[config.mk]
export PLATFORM = sky130hd
export DESIGN_NAME = alu_flag_update
export DESIGN_NICKNAME = d
export VERILOG_FILES = /design/src/rtl/flag_pkg.sv /design/src/rtl/alu_if.sv /design/src/rtl/alu_core.sv /design/src/rtl/gint_ctrl.sv /design/src/rtl/alu_flag_update.sv
export SDC_FILE = /design/constraint.sdc
export NUM_CORES = 1
export LEC_CHECK = 0
export ABC_AREA = 1
export ABC_CLOCK_PERIOD_IN_PS = 5200
export BUFFER_PORTS_ARGS = -buffer_cell sky130_fd_sc_hd__buf_4
export CAP_MARGIN = 20
export CORE_ASPECT_RATIO = 1.5
export CORE_MARGIN = 10
export CORE_UTILIZATION = 54
export DETAILED_ROUTE_END_ITERATION = 8
export GPL_TIMING_DRIVEN = 0
export PLACE_DENSITY = 0.8
export SLEW_MARGIN = 20
export SYNTH_ARGS = -nofsm -noshare
export SYNTH_HDL_FRONTEND = slang
export SYNTH_SLANG_ARGS = --single-unit
export TNS_END_PERCENT = 100
[constraint.sdc]
create_clock -name i_clk -period 5.2 [get_ports i_clk]
set_clock_uncertainty 0.05 [all_clocks]
set_input_delay 1.3 -clock i_clk [delete_from_list [all_inputs] [get_ports i_clk]]
set_output_delay 1.3 -clock i_clk [all_outputs]
set_load 0.1 [all_outputs]
[src/rtl/flag_pkg.sv]
// constants and types shared by the flag update unit
`default_nettype none
package flag_pkg;
  localparam int unsigned DATA_W = 8;
  localparam int unsigned NFLAG = 4;
  // flag bit positions
  localparam int unsigned FZ = 0;
  localparam int unsigned FC = 1;
  localparam int unsigned FAC = 2;
  localparam int unsigned FOV = 3;
  localparam logic [3:0] FLAGS_RST = 4'h0;
  localparam logic [7:0] ACC_RST = 8'h00;
  // update masks, one bit per flag
  localparam logic [3:0] MASK_ALL = 4'hf;
  localparam logic [3:0] MASK_C = 4'h2;
  localparam logic [3:0] MASK_Z = 4'h1;
  localparam logic [3:0] MASK_NONE = 4'h0;
  // last data ram byte open to single-bit access
  localparam logic [7:0] BIT_RAM_LAST = 8'h3f;
  localparam logic [7:0] ZERO_B = 8'h00;
  localparam logic [7:0] ONES_B = 8'hff;
  localparam logic [3:0] NIB_MASK = 4'hf;
  typedef enum logic [5:0] {
    OP_NOP, OP_ADD, OP_ADDC, OP_SUB, OP_SUBC, OP_INC, OP_DEC,
    OP_CEQSN, OP_CNEQSN, OP_IZSN, OP_DZSN, OP_NADD, OP_COMP,
    OP_SR, OP_SRC, OP_SL, OP_SLC,
    OP_AND, OP_OR, OP_XOR, OP_XOR_IO, OP_NOT, OP_NEG,
    OP_LD_MEM, OP_LD_IMM, OP_STORE, OP_XCH, OP_CLEAR, OP_SWAP,
    OP_PUSHAF, OP_POPAF, OP_SWAPC,
    OP_BIT_SET, OP_BIT_CLEAR, OP_SKIP_LOW, OP_SKIP_HIGH,
    OP_CTRL, OP_ENGINT, OP_DISGINT, OP_RETI
  } op_t;
endpackage : flag_pkg
`default_nettype wire

[src/rtl/alu_if.sv]
// operand and result bundle between the flag unit and its adder
`default_nettype none
interface alu_if;
  flag_pkg::op_t op;
  logic [7:0] a;
  logic [7:0] b;
  logic cin;
  logic [7:0] res;
  logic [3:0] flg;
  modport user (output op, a, b, cin, input res, flg);
  modport core (input op, a, b, cin, output res, flg);
endinterface : alu_if
`default_nettype wire

[src/rtl/alu_core.sv]
// combinational 8-bit adder, shifter and logic unit with flag outputs
`default_nettype none
module alu_core (
  alu_if.core bus
);
  logic [7:0] x;
  logic [7:0] y;
  logic ci;
  logic inv;
  logic [8:0] s;
  logic [4:0] n;
  logic [7:0] r;
  logic c;
  // subtraction runs as x + ~y + 1; carry then reads as borrow
  always_comb begin
    x = bus.a;
    y = bus.b;
    ci = 1'b0;
    inv = 1'b0;
    unique case (bus.op)
      flag_pkg::OP_ADDC: ci = bus.cin;
      flag_pkg::OP_SUB, flag_pkg::OP_CEQSN, flag_pkg::OP_CNEQSN,
      flag_pkg::OP_COMP: begin
        y = ~bus.b;
        ci = 1'b1;
        inv = 1'b1;
      end
      flag_pkg::OP_SUBC: begin
        y = ~bus.b;
        ci = ~bus.cin;
        inv = 1'b1;
      end
      flag_pkg::OP_INC, flag_pkg::OP_IZSN: begin
        x = bus.b;
        y = flag_pkg::ZERO_B;
        ci = 1'b1;
      end
      flag_pkg::OP_DEC, flag_pkg::OP_DZSN: begin
        x = bus.b;
        y = flag_pkg::ONES_B;
        inv = 1'b1;
      end
      flag_pkg::OP_NADD: begin
        x = bus.b;
        y = ~bus.a;
        ci = 1'b1;
        inv = 1'b1;
      end
      // negate acts on the operand, not the accumulator
      flag_pkg::OP_NEG: begin
        x = flag_pkg::ZERO_B;
        y = ~bus.b;
        ci = 1'b1;
        inv = 1'b1;
      end
      default: ;
    endcase
    s = {1'b0, x} + {1'b0, y} + {8'h00, ci};
    n = {1'b0, x[3:0]} + {1'b0, y[3:0]} + {4'h0, ci};
    r = s[7:0];
    c = s[8] ^ inv;
    unique case (bus.op)
      flag_pkg::OP_SR: {r, c} = {1'b0, bus.b};
      flag_pkg::OP_SRC: {r, c} = {bus.cin, bus.b};
      flag_pkg::OP_SL: {c, r} = {bus.b, 1'b0};
      flag_pkg::OP_SLC: {c, r} = {bus.b, bus.cin};
      flag_pkg::OP_AND: r = bus.a & bus.b;
      flag_pkg::OP_OR: r = bus.a | bus.b;
      flag_pkg::OP_XOR, flag_pkg::OP_XOR_IO: r = bus.a ^ bus.b;
      flag_pkg::OP_NOT: r = ~bus.b;
      flag_pkg::OP_LD_MEM, flag_pkg::OP_LD_IMM, flag_pkg::OP_XCH,
      flag_pkg::OP_STORE: r = bus.b;
      flag_pkg::OP_SWAP: r = {bus.a[3:0], bus.a[7:4]};
      default: ;
    endcase
    bus.res = r;
    bus.flg[flag_pkg::FZ] = (r == flag_pkg::ZERO_B);
    bus.flg[flag_pkg::FC] = c;
    bus.flg[flag_pkg::FAC] = n[4] ^ inv;
    bus.flg[flag_pkg::FOV] = (x[7] == y[7]) && (s[7] != x[7]);
  end
endmodule : alu_core
`default_nettype wire

[src/rtl/gint_ctrl.sv]
// global interrupt enable with save on entry and restore on return
`default_nettype none
module gint_ctrl (
  input wire logic i_clk,
  input wire logic i_rstn,
  input wire logic i_enable,
  input wire logic i_disable,
  input wire logic i_take,
  input wire logic i_ret,
  output logic o_gie
);
  logic gie_ff;
  logic saved_ff;
  always_ff @(posedge i_clk) begin
    if (!i_rstn) begin
      gie_ff <= 1'b0;
    end else if (i_take) begin
      gie_ff <= 1'b0;
    end else if (i_ret) begin
      gie_ff <= saved_ff;
    end else if (i_enable || i_disable) begin
      gie_ff <= i_enable;
    end
  end
  always_ff @(posedge i_clk) begin
    if (!i_rstn) begin
      saved_ff <= 1'b0;
    end else if (i_take) begin
      saved_ff <= gie_ff;
    end
  end
  assign o_gie = gie_ff;
endmodule : gint_ctrl
`default_nettype wire

[src/rtl/alu_flag_update.sv]
// flag register, result path and interrupt gate of the 8-bit core
`default_nettype none
// Behaviour
// - add and subtract forms update all four flags
// - memory increment and decrement update all flags
// - compare-skip instructions set flags like subtraction
// - increment/decrement-and-skip update all four flags
// - negated add and compare update all flags
// - shifts and rotates change only carry
// - and, or, xor, not, negate change zero only
// - xor into io register changes no flag
// - load from memory sets zero only
// - moves, exchange, clear, swap leave flags alone
// - flag restore overwrites all four flags
// - io bit swap changes carry only
// - bit set, clear, test leave flags alone
// - flow control and system ops keep flags
// - ram bit access limited to low addresses
// - push and pop of accumulator with flags
// - interrupt return restores global enable
// - global enable gates every interrupt
module alu_flag_update #(
  parameter int unsigned DATA_W = flag_pkg::DATA_W
) (
  input wire logic i_clk,
  input wire logic i_rstn,
  input wire logic i_valid,
  input wire flag_pkg::op_t i_op,
  input wire logic [7:0] i_a,
  input wire logic [7:0] i_b,
  input wire logic [7:0] i_bit_addr,
  input wire logic [2:0] i_bit_sel,
  input wire logic i_bit_ram,
  input wire logic i_io_bit,
  input wire logic [7:0] i_pop_acc,
  input wire logic [3:0] i_pop_flags,
  input wire logic i_irq_req,
  output logic [3:0] o_flags,
  output logic [7:0] o_result,
  output logic o_result_we,
  output logic o_skip,
  output logic o_bit_err,
  output logic o_io_bit,
  output logic o_push_valid,
  output logic [11:0] o_push_data,
  output logic o_irq_take,
  output logic o_gie
);

  // ----------------------------------------------------------------
  // elaboration checks
  // ----------------------------------------------------------------
  if (DATA_W != 8) begin : g_bad_width
    $error("alu_flag_update serves an 8-bit datapath only");
  end

  // ----------------------------------------------------------------
  // datapath
  // ----------------------------------------------------------------
  alu_if alu ();
  logic [3:0] flags_ff;
  logic [3:0] mask;
  logic [3:0] nxt_flags;
  logic bit_ok;
  logic bit_val;
  logic bit_op;
  logic res_we;
  logic skip;
  logic gie;
  logic take;

  assign alu.op = i_op;
  assign alu.a = i_a;
  assign alu.b = i_b;
  assign alu.cin = flags_ff[flag_pkg::FC];

  alu_core u_alu (
    .bus(alu)
  );

  assign bit_op = (i_op == flag_pkg::OP_BIT_SET)
    || (i_op == flag_pkg::OP_BIT_CLEAR)
    || (i_op == flag_pkg::OP_SKIP_LOW)
    || (i_op == flag_pkg::OP_SKIP_HIGH);
  // ram bit ops above the low window are dropped, io bits always pass
  assign bit_ok = !i_bit_ram || (i_bit_addr <= flag_pkg::BIT_RAM_LAST);
  assign bit_val = i_b[i_bit_sel];

  // ----------------------------------------------------------------
  // which flags each class writes
  // ----------------------------------------------------------------
  always_comb begin
    unique case (i_op)
      flag_pkg::OP_ADD, flag_pkg::OP_ADDC, flag_pkg::OP_SUB,
      flag_pkg::OP_SUBC: mask = flag_pkg::MASK_ALL;
      flag_pkg::OP_INC, flag_pkg::OP_DEC: mask = flag_pkg::MASK_ALL;
      flag_pkg::OP_CEQSN, flag_pkg::OP_CNEQSN:
        mask = flag_pkg::MASK_ALL;
      flag_pkg::OP_IZSN, flag_pkg::OP_DZSN:
        mask = flag_pkg::MASK_ALL;
      flag_pkg::OP_NADD, flag_pkg::OP_COMP: mask = flag_pkg::MASK_ALL;
      flag_pkg::OP_SR, flag_pkg::OP_SRC, flag_pkg::OP_SL,
      flag_pkg::OP_SLC: mask = flag_pkg::MASK_C;
      flag_pkg::OP_AND, flag_pkg::OP_OR, flag_pkg::OP_XOR,
      flag_pkg::OP_NOT, flag_pkg::OP_NEG: mask = flag_pkg::MASK_Z;
      flag_pkg::OP_XOR_IO: mask = flag_pkg::MASK_NONE;
      flag_pkg::OP_LD_MEM: mask = flag_pkg::MASK_Z;
      flag_pkg::OP_LD_IMM, flag_pkg::OP_STORE, flag_pkg::OP_XCH,
      flag_pkg::OP_CLEAR, flag_pkg::OP_SWAP,
      flag_pkg::OP_PUSHAF: mask = flag_pkg::MASK_NONE;
      flag_pkg::OP_POPAF: mask = flag_pkg::MASK_ALL;
      flag_pkg::OP_SWAPC: mask = flag_pkg::MASK_C;
      flag_pkg::OP_BIT_SET, flag_pkg::OP_BIT_CLEAR,
      flag_pkg::OP_SKIP_LOW,
      flag_pkg::OP_SKIP_HIGH: mask = flag_pkg::MASK_NONE;
      default: mask = flag_pkg::MASK_NONE;
    endcase
  end

  always_comb begin
    nxt_flags = alu.flg;
    if (i_op == flag_pkg::OP_POPAF) begin
      nxt_flags = i_pop_flags;
    end else if (i_op == flag_pkg::OP_SWAPC) begin
      nxt_flags[flag_pkg::FC] = i_io_bit;
    end
    // masked bits hold their old value
    nxt_flags = (mask & nxt_flags) | (~mask & flags_ff);
  end

  always_ff @(posedge i_clk) begin
    if (!i_rstn) begin
      flags_ff <= flag_pkg::FLAGS_RST;
    end else if (i_valid && !take) begin
      flags_ff <= nxt_flags;
    end
  end

  // ----------------------------------------------------------------
  // result, skip and bit handling
  // ----------------------------------------------------------------
  always_comb begin
    res_we = 1'b0;
    skip = 1'b0;
    unique case (i_op)
      flag_pkg::OP_CEQSN: skip = alu.flg[flag_pkg::FZ];
      flag_pkg::OP_CNEQSN: skip = !alu.flg[flag_pkg::FZ];
      flag_pkg::OP_IZSN, flag_pkg::OP_DZSN: begin
        res_we = 1'b1;
        skip = alu.flg[flag_pkg::FZ];
      end
      flag_pkg::OP_SKIP_LOW: skip = bit_ok && !bit_val;
      flag_pkg::OP_SKIP_HIGH: skip = bit_ok && bit_val;
      flag_pkg::OP_BIT_SET, flag_pkg::OP_BIT_CLEAR:
        res_we = bit_ok;
      flag_pkg::OP_COMP, flag_pkg::OP_PUSHAF, flag_pkg::OP_SWAPC,
      flag_pkg::OP_NOP, flag_pkg::OP_CTRL, flag_pkg::OP_ENGINT,
      flag_pkg::OP_DISGINT, flag_pkg::OP_RETI: res_we = 1'b0;
      default: res_we = 1'b1;
    endcase
  end

  always_ff @(posedge i_clk) begin
    if (!i_rstn) begin
      o_result <= flag_pkg::ACC_RST;
    end else if (i_valid && !take) begin
      if (i_op == flag_pkg::OP_POPAF) begin
        o_result <= i_pop_acc;
      end else if (i_op == flag_pkg::OP_CLEAR) begin
        o_result <= flag_pkg::ZERO_B;
      end else if (i_op == flag_pkg::OP_BIT_SET) begin
        o_result <= i_b | (8'h01 << i_bit_sel);
      end else if (i_op == flag_pkg::OP_BIT_CLEAR) begin
        o_result <= i_b & ~(8'h01 << i_bit_sel);
      end else begin
        o_result <= alu.res;
      end
    end
  end

  always_ff @(posedge i_clk) begin
    if (!i_rstn) begin
      o_result_we <= 1'b0;
      o_skip <= 1'b0;
      o_bit_err <= 1'b0;
    end else begin
      o_result_we <= i_valid && !take && res_we;
      o_skip <= i_valid && !take && skip;
      o_bit_err <= i_valid && !take && bit_op && !bit_ok;
    end
  end

  // old carry goes out to the io bit on a swap
  always_ff @(posedge i_clk) begin
    if (!i_rstn) begin
      o_io_bit <= 1'b0;
    end else if (i_valid && !take && i_op == flag_pkg::OP_SWAPC) begin
      o_io_bit <= flags_ff[flag_pkg::FC];
    end
  end

  // ----------------------------------------------------------------
  // save of accumulator and flags
  // ----------------------------------------------------------------
  always_ff @(posedge i_clk) begin
    if (!i_rstn) begin
      o_push_valid <= 1'b0;
      o_push_data <= 12'h000;
    end else begin
      o_push_valid <= i_valid && !take && i_op == flag_pkg::OP_PUSHAF;
      if (i_valid && !take && i_op == flag_pkg::OP_PUSHAF) begin
        o_push_data <= {flags_ff, i_a};
      end
    end
  end

  // ----------------------------------------------------------------
  // interrupt gate
  // ----------------------------------------------------------------
  // a taken interrupt pre-empts the instruction offered in that cycle
  assign take = i_valid && i_irq_req && gie;

  gint_ctrl u_gint (
    .i_clk(i_clk),
    .i_rstn(i_rstn),
    .i_enable(i_valid && !take && i_op == flag_pkg::OP_ENGINT),
    .i_disable(i_valid && !take && i_op == flag_pkg::OP_DISGINT),
    .i_take(take),
    .i_ret(i_valid && !take && i_op == flag_pkg::OP_RETI),
    .o_gie(gie)
  );

  always_ff @(posedge i_clk) begin
    if (!i_rstn) begin
      o_irq_take <= 1'b0;
      o_gie <= 1'b0;
    end else begin
      o_irq_take <= take;
      o_gie <= gie;
    end
  end

  assign o_flags = flags_ff;

  logic go;
  assign go = i_valid && !take;

  // an entered interrupt not yet left; bounds nothing, so no long window
  logic in_isr_ff;
  always_ff @(posedge i_clk) begin
    if (!i_rstn) begin
      in_isr_ff <= 1'b0;
    end else if (take) begin
      in_isr_ff <= 1'b1;
    end else if (go && i_op == flag_pkg::OP_RETI) begin
      in_isr_ff <= 1'b0;
    end
  end
endmodule : alu_flag_update
`default_nettype wire

-- Word-level counts from Yosys, hierarchy flattened
Memory sizes are Yosys's and may differ from the RTL's.
Index checks and enable logic that the tools add are counted.
- flip-flop bits (word level): 33
- latch bits: 0
- memory bits (writable): 0
- bits in read-only memories: 256
- input port bits: 51
- output and inout bits: 31
- word-level logic and storage cells: 138
- memories kept: 1
- memories (name ; words ; bits a word ; rd ports ; clocked after Yosys merged registers in ; write ports ; RTL line ; text):
    (name not given) ; 64 ; 4 ; 1 ; 0 ; 0 ; alu_flag_update.sv:93 ; unique case (i_op)
- add/sub/neg operators: 4
- $mul: 0
- divide/modulo/power cells: 0
- $lt $le $gt $ge: 2
- eq/ne operators: 40
- shift-type cells: 1
- multiplexer cells: 20
- bitwise logic cells: 16
- reductions and logical operators: 42
- operators by type and width (operator ; count):
    equality test 6 x 5 -> 1 bit (second input constant) ; 16
    case mux 8 bit (10 select lines) ; 1
    equality test 6 x 4 -> 1 bit (second input constant) ; 8
    equality test 6 bit (second input constant) ; 8
    two-way mux 8 bit ; 4
    case mux 8 bit (4 select lines) ; 1
    equality test 6 x 3 -> 1 bit (second input constant) ; 4
    NOT 8 bit ; 3
    AND 8 bit ; 2
    OR 8 bit ; 2
    case mux 8 bit (2 select lines) ; 1
    logical AND 1 bit ; 15
    OR reduction 2 bit ; 7
    equality test 6 x 2 -> 1 bit (second input constant) ; 2
    OR reduction 12 bit ; 1
    adder 8 x 8 -> 9 bit ; 1
    adder 9 x 1 -> 9 bit ; 1
    OR reduction 9 bit ; 1
    AND 4 bit ; 2
    less-or-equal comparator 8 x 6 -> 1 bit (second input constant) ; 1
    zero test 8 bit ; 1
    OR reduction 8 bit ; 1
    left shift 1 x 3 -> 8 bit (first input constant) ; 1
    XOR 8 bit ; 1
    other kinds (23) ; 40

-- Depth between registers and ports, before layout
- depth in word-level cells: 11
- depth in mapped cells: 30
- depth with buffers taken out: 30

-- By module
From an unflattened synthesis, not the netlist that was laid out.
- cell total of the unflattened synthesis: 711
- area, all modules: 4008.8 um2
- by module, submodules not included (module ; times used ; cells an instance ; area an instance (um2) ; seq. area each (um2)):
    alu_core ; 1 ; 380 ; 1981.9 ; 0.0
    alu_flag_update ; 1 ; 313 ; 1924.3 ; 620.6
    gint_ctrl ; 1 ; 18 ; 102.6 ; 40.0

-- Worst setup path before layout
No wires, ideal clock.
- path type: input to register
- start point: input port i_op[3]
- end point: register o_skip
- setup time: 0.109 ns
- data arrival time: 4.595 ns
- setup slack: 0.446 ns
- cell stages on the path: 27
- path through: buf_2 -> inv_1 -> nand2_1 -> nand4_1 -> nand2_1 -> nor2_1 -> inv_2 -> nor2_2 -> nor2_2 -> inv_2 -> o22ai_1 -> fa_1 -> fa_1 -> o21ai_0 -> nand2_1 -> nand2_1 -> nand2_1 -> nand2_1 -> nor2_1 -> nor2_1 -> nand2_1 -> nor2_1 -> nand2_1 -> nand2_1 -> nand3_1 -> nand2_1 -> inv_1
- longest elaborated chain between the ends: 10
- RTL lines (what ; RTL line ; text):
    from (decl) ; alu_flag_update.sv:28 ; input wire flag_pkg::op_t i_op,
    equality test 6 x 2 -> 1 bit (tied with other cells) ; alu_core.sv:20 ; unique case (bus.op)
    OR reduction 6 bit (no line) (tied with other cells) ; - ;
    case mux 8 bit (4 select lines) / case mux 8 bit (2 select lines) (equally long branches) ; alu_core.sv:20 ;
    adder 8 x 8 -> 9 bit ; alu_core.sv:58 ; s = {1'b0, x} + {1'b0, y} + {8'h00, ci};
    adder 9 x 1 -> 9 bit ; alu_core.sv:58 ;
    case mux 8 bit (10 select lines) ; alu_core.sv:62 ; unique case (bus.op)
    zero test 8 bit ; alu_core.sv:77 ; bus.flg[flag_pkg::FZ] = (r == flag_pkg::ZERO_B);
    zero test 1 bit ; alu_flag_update.sv:147 ; flag_pkg::OP_CNEQSN: skip = !alu.flg[flag_pkg::FZ];
    case mux 1 bit (4 select lines) * ; alu_flag_update.sv:145 ; unique case (i_op)
    logical AND 1 bit * ; alu_flag_update.sv:188 ; o_skip <= i_valid && !take && skip;
    to (signal assigned) ; alu_flag_update.sv:188 ;
    to (decl) ; alu_flag_update.sv:41 ; output logic o_skip,
Every way passes the cells marked *; elsewhere a longest branch is shown, timed or not.
A chain may end at the register's enable or synchronous reset.

-- Worst setup path in the final report
Same ends and word-level chain as after synthesis.

==> impl_results.md <==
- Status: completed
- TritonCTS buffer count: 5
- Final cycle utilization of the critical path: 0.960
- Synth cell types: 41
- Overall fraction of global-route tracks in use: 0.264
- CTS tree: done
- Utilization after layout: 0.671
- Area share of the leading cell type in the synthesized netlist: 0.182
- Root buf cell: clkbuf_8
- Sw Share: 0.459
- Slew headroom: 0.534
- Largest net degree at the start of global routing: 11
- Cell accounting for the most synthesized area: dfxtp_1
- Share of synthesized registers carrying an async set or reset: 0
- Horizontal extent of the die: 86.9 um
- Endpoints failing hold: 0
- Wirelength per Cell: 18.7 um
- Core area: 6530 sq um
- Drc violations: 0
- Post-synthesis instance total: 620
- DR iter-0 viols: 456
- Count of final max-slew check failures: 0
- Final worst path period need: 4.99 ns
- Switching power total: 421 uW
- Final HPWL from detailed placement: 11,800 um
- Overall power of the completed layout: 916 uW
- Total inserted antenna cells: 0
- Total congestion overflow: 0
- RSZ-0062 raised after global routing: no
- Vias in the first global route: 4,464
- Number of nets produced by synthesis: 696
- Syn Std Cell Area: 3620 sq um
- Maximum root-to-sink buffer count: 2
- Final Routed Wirelength: 14,600 um
- Number of buffer cells added on primary ports: 73
- Design Area, Final: 4390 sq um
- Count of hold buffers inserted by post-cts repair: 0
- Crit-path max FO: 9
- Pwr Density: 209 nW/um^2
- Sequential fraction of design power: 0.295
- Effective utilization at floorplan: 0.555
- Number of levels in the clock H-tree: 2
- Category of the critical setup timing path: input pin to register
- Number of enable flip-flop cells after synthesis: 0
- Logic gate share of total power: 0.503
- Type of element launching the critical path: input pin
- Area growth from synthesis to layout: 21.0%
- Worst EP required: 5.33 ns
- Clock transition time at the flip-flop clock pins of the worst setup and hold paths: 0.07 ns
- Number of cell rows: 36
- Boundary Pins: 82
- Antenna violations before repair: 0
- Post-synthesis area per instance: 5.84 sq um
- Synth area leaders: dfxtp_1 (18%), nand2_1 (17%), ha_1 (7.9%)
- Leak Pwr: 0.00227 uW
- Detailed-route via count: 4,673
- Endpoint arrival time on the critical path: 5.12 ns
- Area post-placement: 4270 sq um
- Max capacitance violation total: 0
- Router iterations before antenna repair: 5
- Number of storage elements in the synthesis netlist: 33
- Final setup vio count: 0
- Peak clock frequency supported by timing: 200 MHz
- Share of total power in the clock network: 0.202
- Flip-flop cell with the highest count after synthesis: dfxtp_1
- Category of the worst setup path capture point: register
- Sink count of the clock tree: 33
- VDD IR-drop max: 0.0903 mV
- Clock latency on the worst-skew pair: 0.28 ns
- Worst slew pin tran: 0.697 ns
- First-pass GRT wire length: 22,500 um
- Layout Nets: 777
- Post-route antenna net violation count: 0
- Share of layout cells above drive strength 1: 0.184
- P_int: 495 uW
- Vertical die dimension: 120 um
- Yosys warnings: 0
- Seq/Total Area, Yosys: 0.182
- Post-detailed-route via-to-cell ratio: 6.01
- Tightest Hold Check Type: register to register
- Die outline area: 10,500 sq um
- Final estimated routing congestion in global placement: 1.04
==> synth_stat cells, types with 2 or more instances <==
cell      number
a21oi_1       36
a221oi_1       3
a22oi_1        9
a31oi_1       10
buf_2          2
clkbuf_1      10
dfxtp_1       33
fa_1           2
ha_1          23
inv_1         70
inv_2         13
nand2_1      164
nand2_2        7
nand3_1       55
nand3_2        2
nand3b_1       3
nand4_1        7
nor2_1        70
nor2_2         8
nor2_4         6
nor3_1         4
o21ai_0       44
o21ai_1        2
o22ai_1       16
xnor2_1        3
xor2_1         3
==> layout make-up <==
class / count / area, sq um
Multi-Input combinational cell: 488 / 2610
Sequential cell: 33 / 661
Clock buffer: 6 / 72.6
Inverter: 84 / 315
Fill cell: 631 / 2150
Timing Repair Buffer: 74 / 556
Clock inverter: 2 / 10.0
Buffer: 15 / 70.1
Tap cell: 76 / 95.1
==> per-layer routing <==
metal	track usage	vias up	wire length, um
met1	0.273	2106	4930
met4	0.176	0	1090
met2	0.465	272	7180
met5	0	-	0
li1	-	2203	-
met3	0.0491	92	1380
==> what timing repair did <==
item,in CTS,in global routing
resized for setup,1,7
buffers inserted,0,1
pin swaps,0,1
setup endpoints to repair,2,4
gates cloned,0,0
==> cells in the final DEF (no fill, tap or decap), types with 2 or more instances in the layout <==
master and count:
nand2_1 162, buf_4 75, inv_1 70, nor2_1 70, nand3_1 55, o21ai_0 43
a21oi_1 36, dfxtp_1 33, ha_1 23, o22ai_1 16, inv_2 13, clkbuf_1 11
a31oi_1 10, nand2_2 9, a22oi_1 9, nor2_4 8, nand4_1 7, nor2_2 6
clkbuf_8 5, nor3_1 4, a221oi_1 3, xnor2_1 3, nand3b_1 3, xor2_1 3
buf_2 2, o21ai_1 2, nand3_2 2, clkinv_2 2
==> power groups by stage <==
| stage | clock network (uW) | logic [uW] | registers (uW) |
|---|---|---|---|
| 6_report | 185 | 460 | 270 |
| 5_1_grt | 192 | 496 | 271 |
| 4_1_cts | 183 | 441 | 270 |
| 3_5_place_dp | 0 | 439 | 276 |
| 3_3_place_gp | 0 | 432 | 275 |
| 2_1_floorplan | 0 | 234 | 345 |
==> logic make-up (layout without fill, tap and decap cells) <==
group | Yosys count | in the layout | synth area share
buffers and inverters | 99 | 181 | 0.106
AOI/OAI and AO/OA | 126 | 126 | 0.197
adders and majority gates | 25 | 25 | 0.0905
xor gates and xnor gates | 6 | 6 | 0.0145
DFF | 33 | 33 | 0.182
and+or+nand+nor | 331 | 331 | 0.409
==> per-stage QoR <==
stage | worst slack (ns) | cells | hold WS, ns | TNS [ns]
detailed placement | -0.464 | 769 | 0.399 | -1.37
finish | 0.210 | 778 | 0.413 | 0
floorplan | 0.446 | 620 | 0.370 | 0
global placement | -0.336 | 769 | 0.381 | -0.808
global route | 0.0185 | 778 | 0.425 | 0
CTS | 0.0216 | 777 | 0.414 | 0
==> path summary, 6_finish.rpt <==
path	start	to	slack, ns	cells after the start
setup reg to reg	register	o_skip	1.88	19
hold / removal	o_push_data[4]	o_push_data[4]	0.41	2
hold reg to reg	o_push_data[4]	o_push_data[4]	0.41	2
setup / recovery	i_op[3]	o_skip	0.21	27
==> critical path, cell delays in order <==
cell	delay (ns)
buf_2	0.15
inv_1	0.13
nand2_1	0.14
nand4_1	0.16
nand2_1	0.15
nor2_1	0.15
inv_2	0.12
nor2_4	0.23
nor2_2	0.10
inv_2	0.10
o22ai_1	0.11
fa_1	0.48
fa_2	0.40
o21ai_4	0.23
nand2_1	0.11
nand2_1	0.08
nand2_1	0.05
nand2_1	0.07
nor2_1	0.08
nor2_1	0.19
nand2_1	0.09
nor2_1	0.13
nand2_1	0.13
nand2_1	0.08
nand3_1	0.06
nand2_1	0.06
inv_1	0.03
Power figures use the tool's default switching activity.
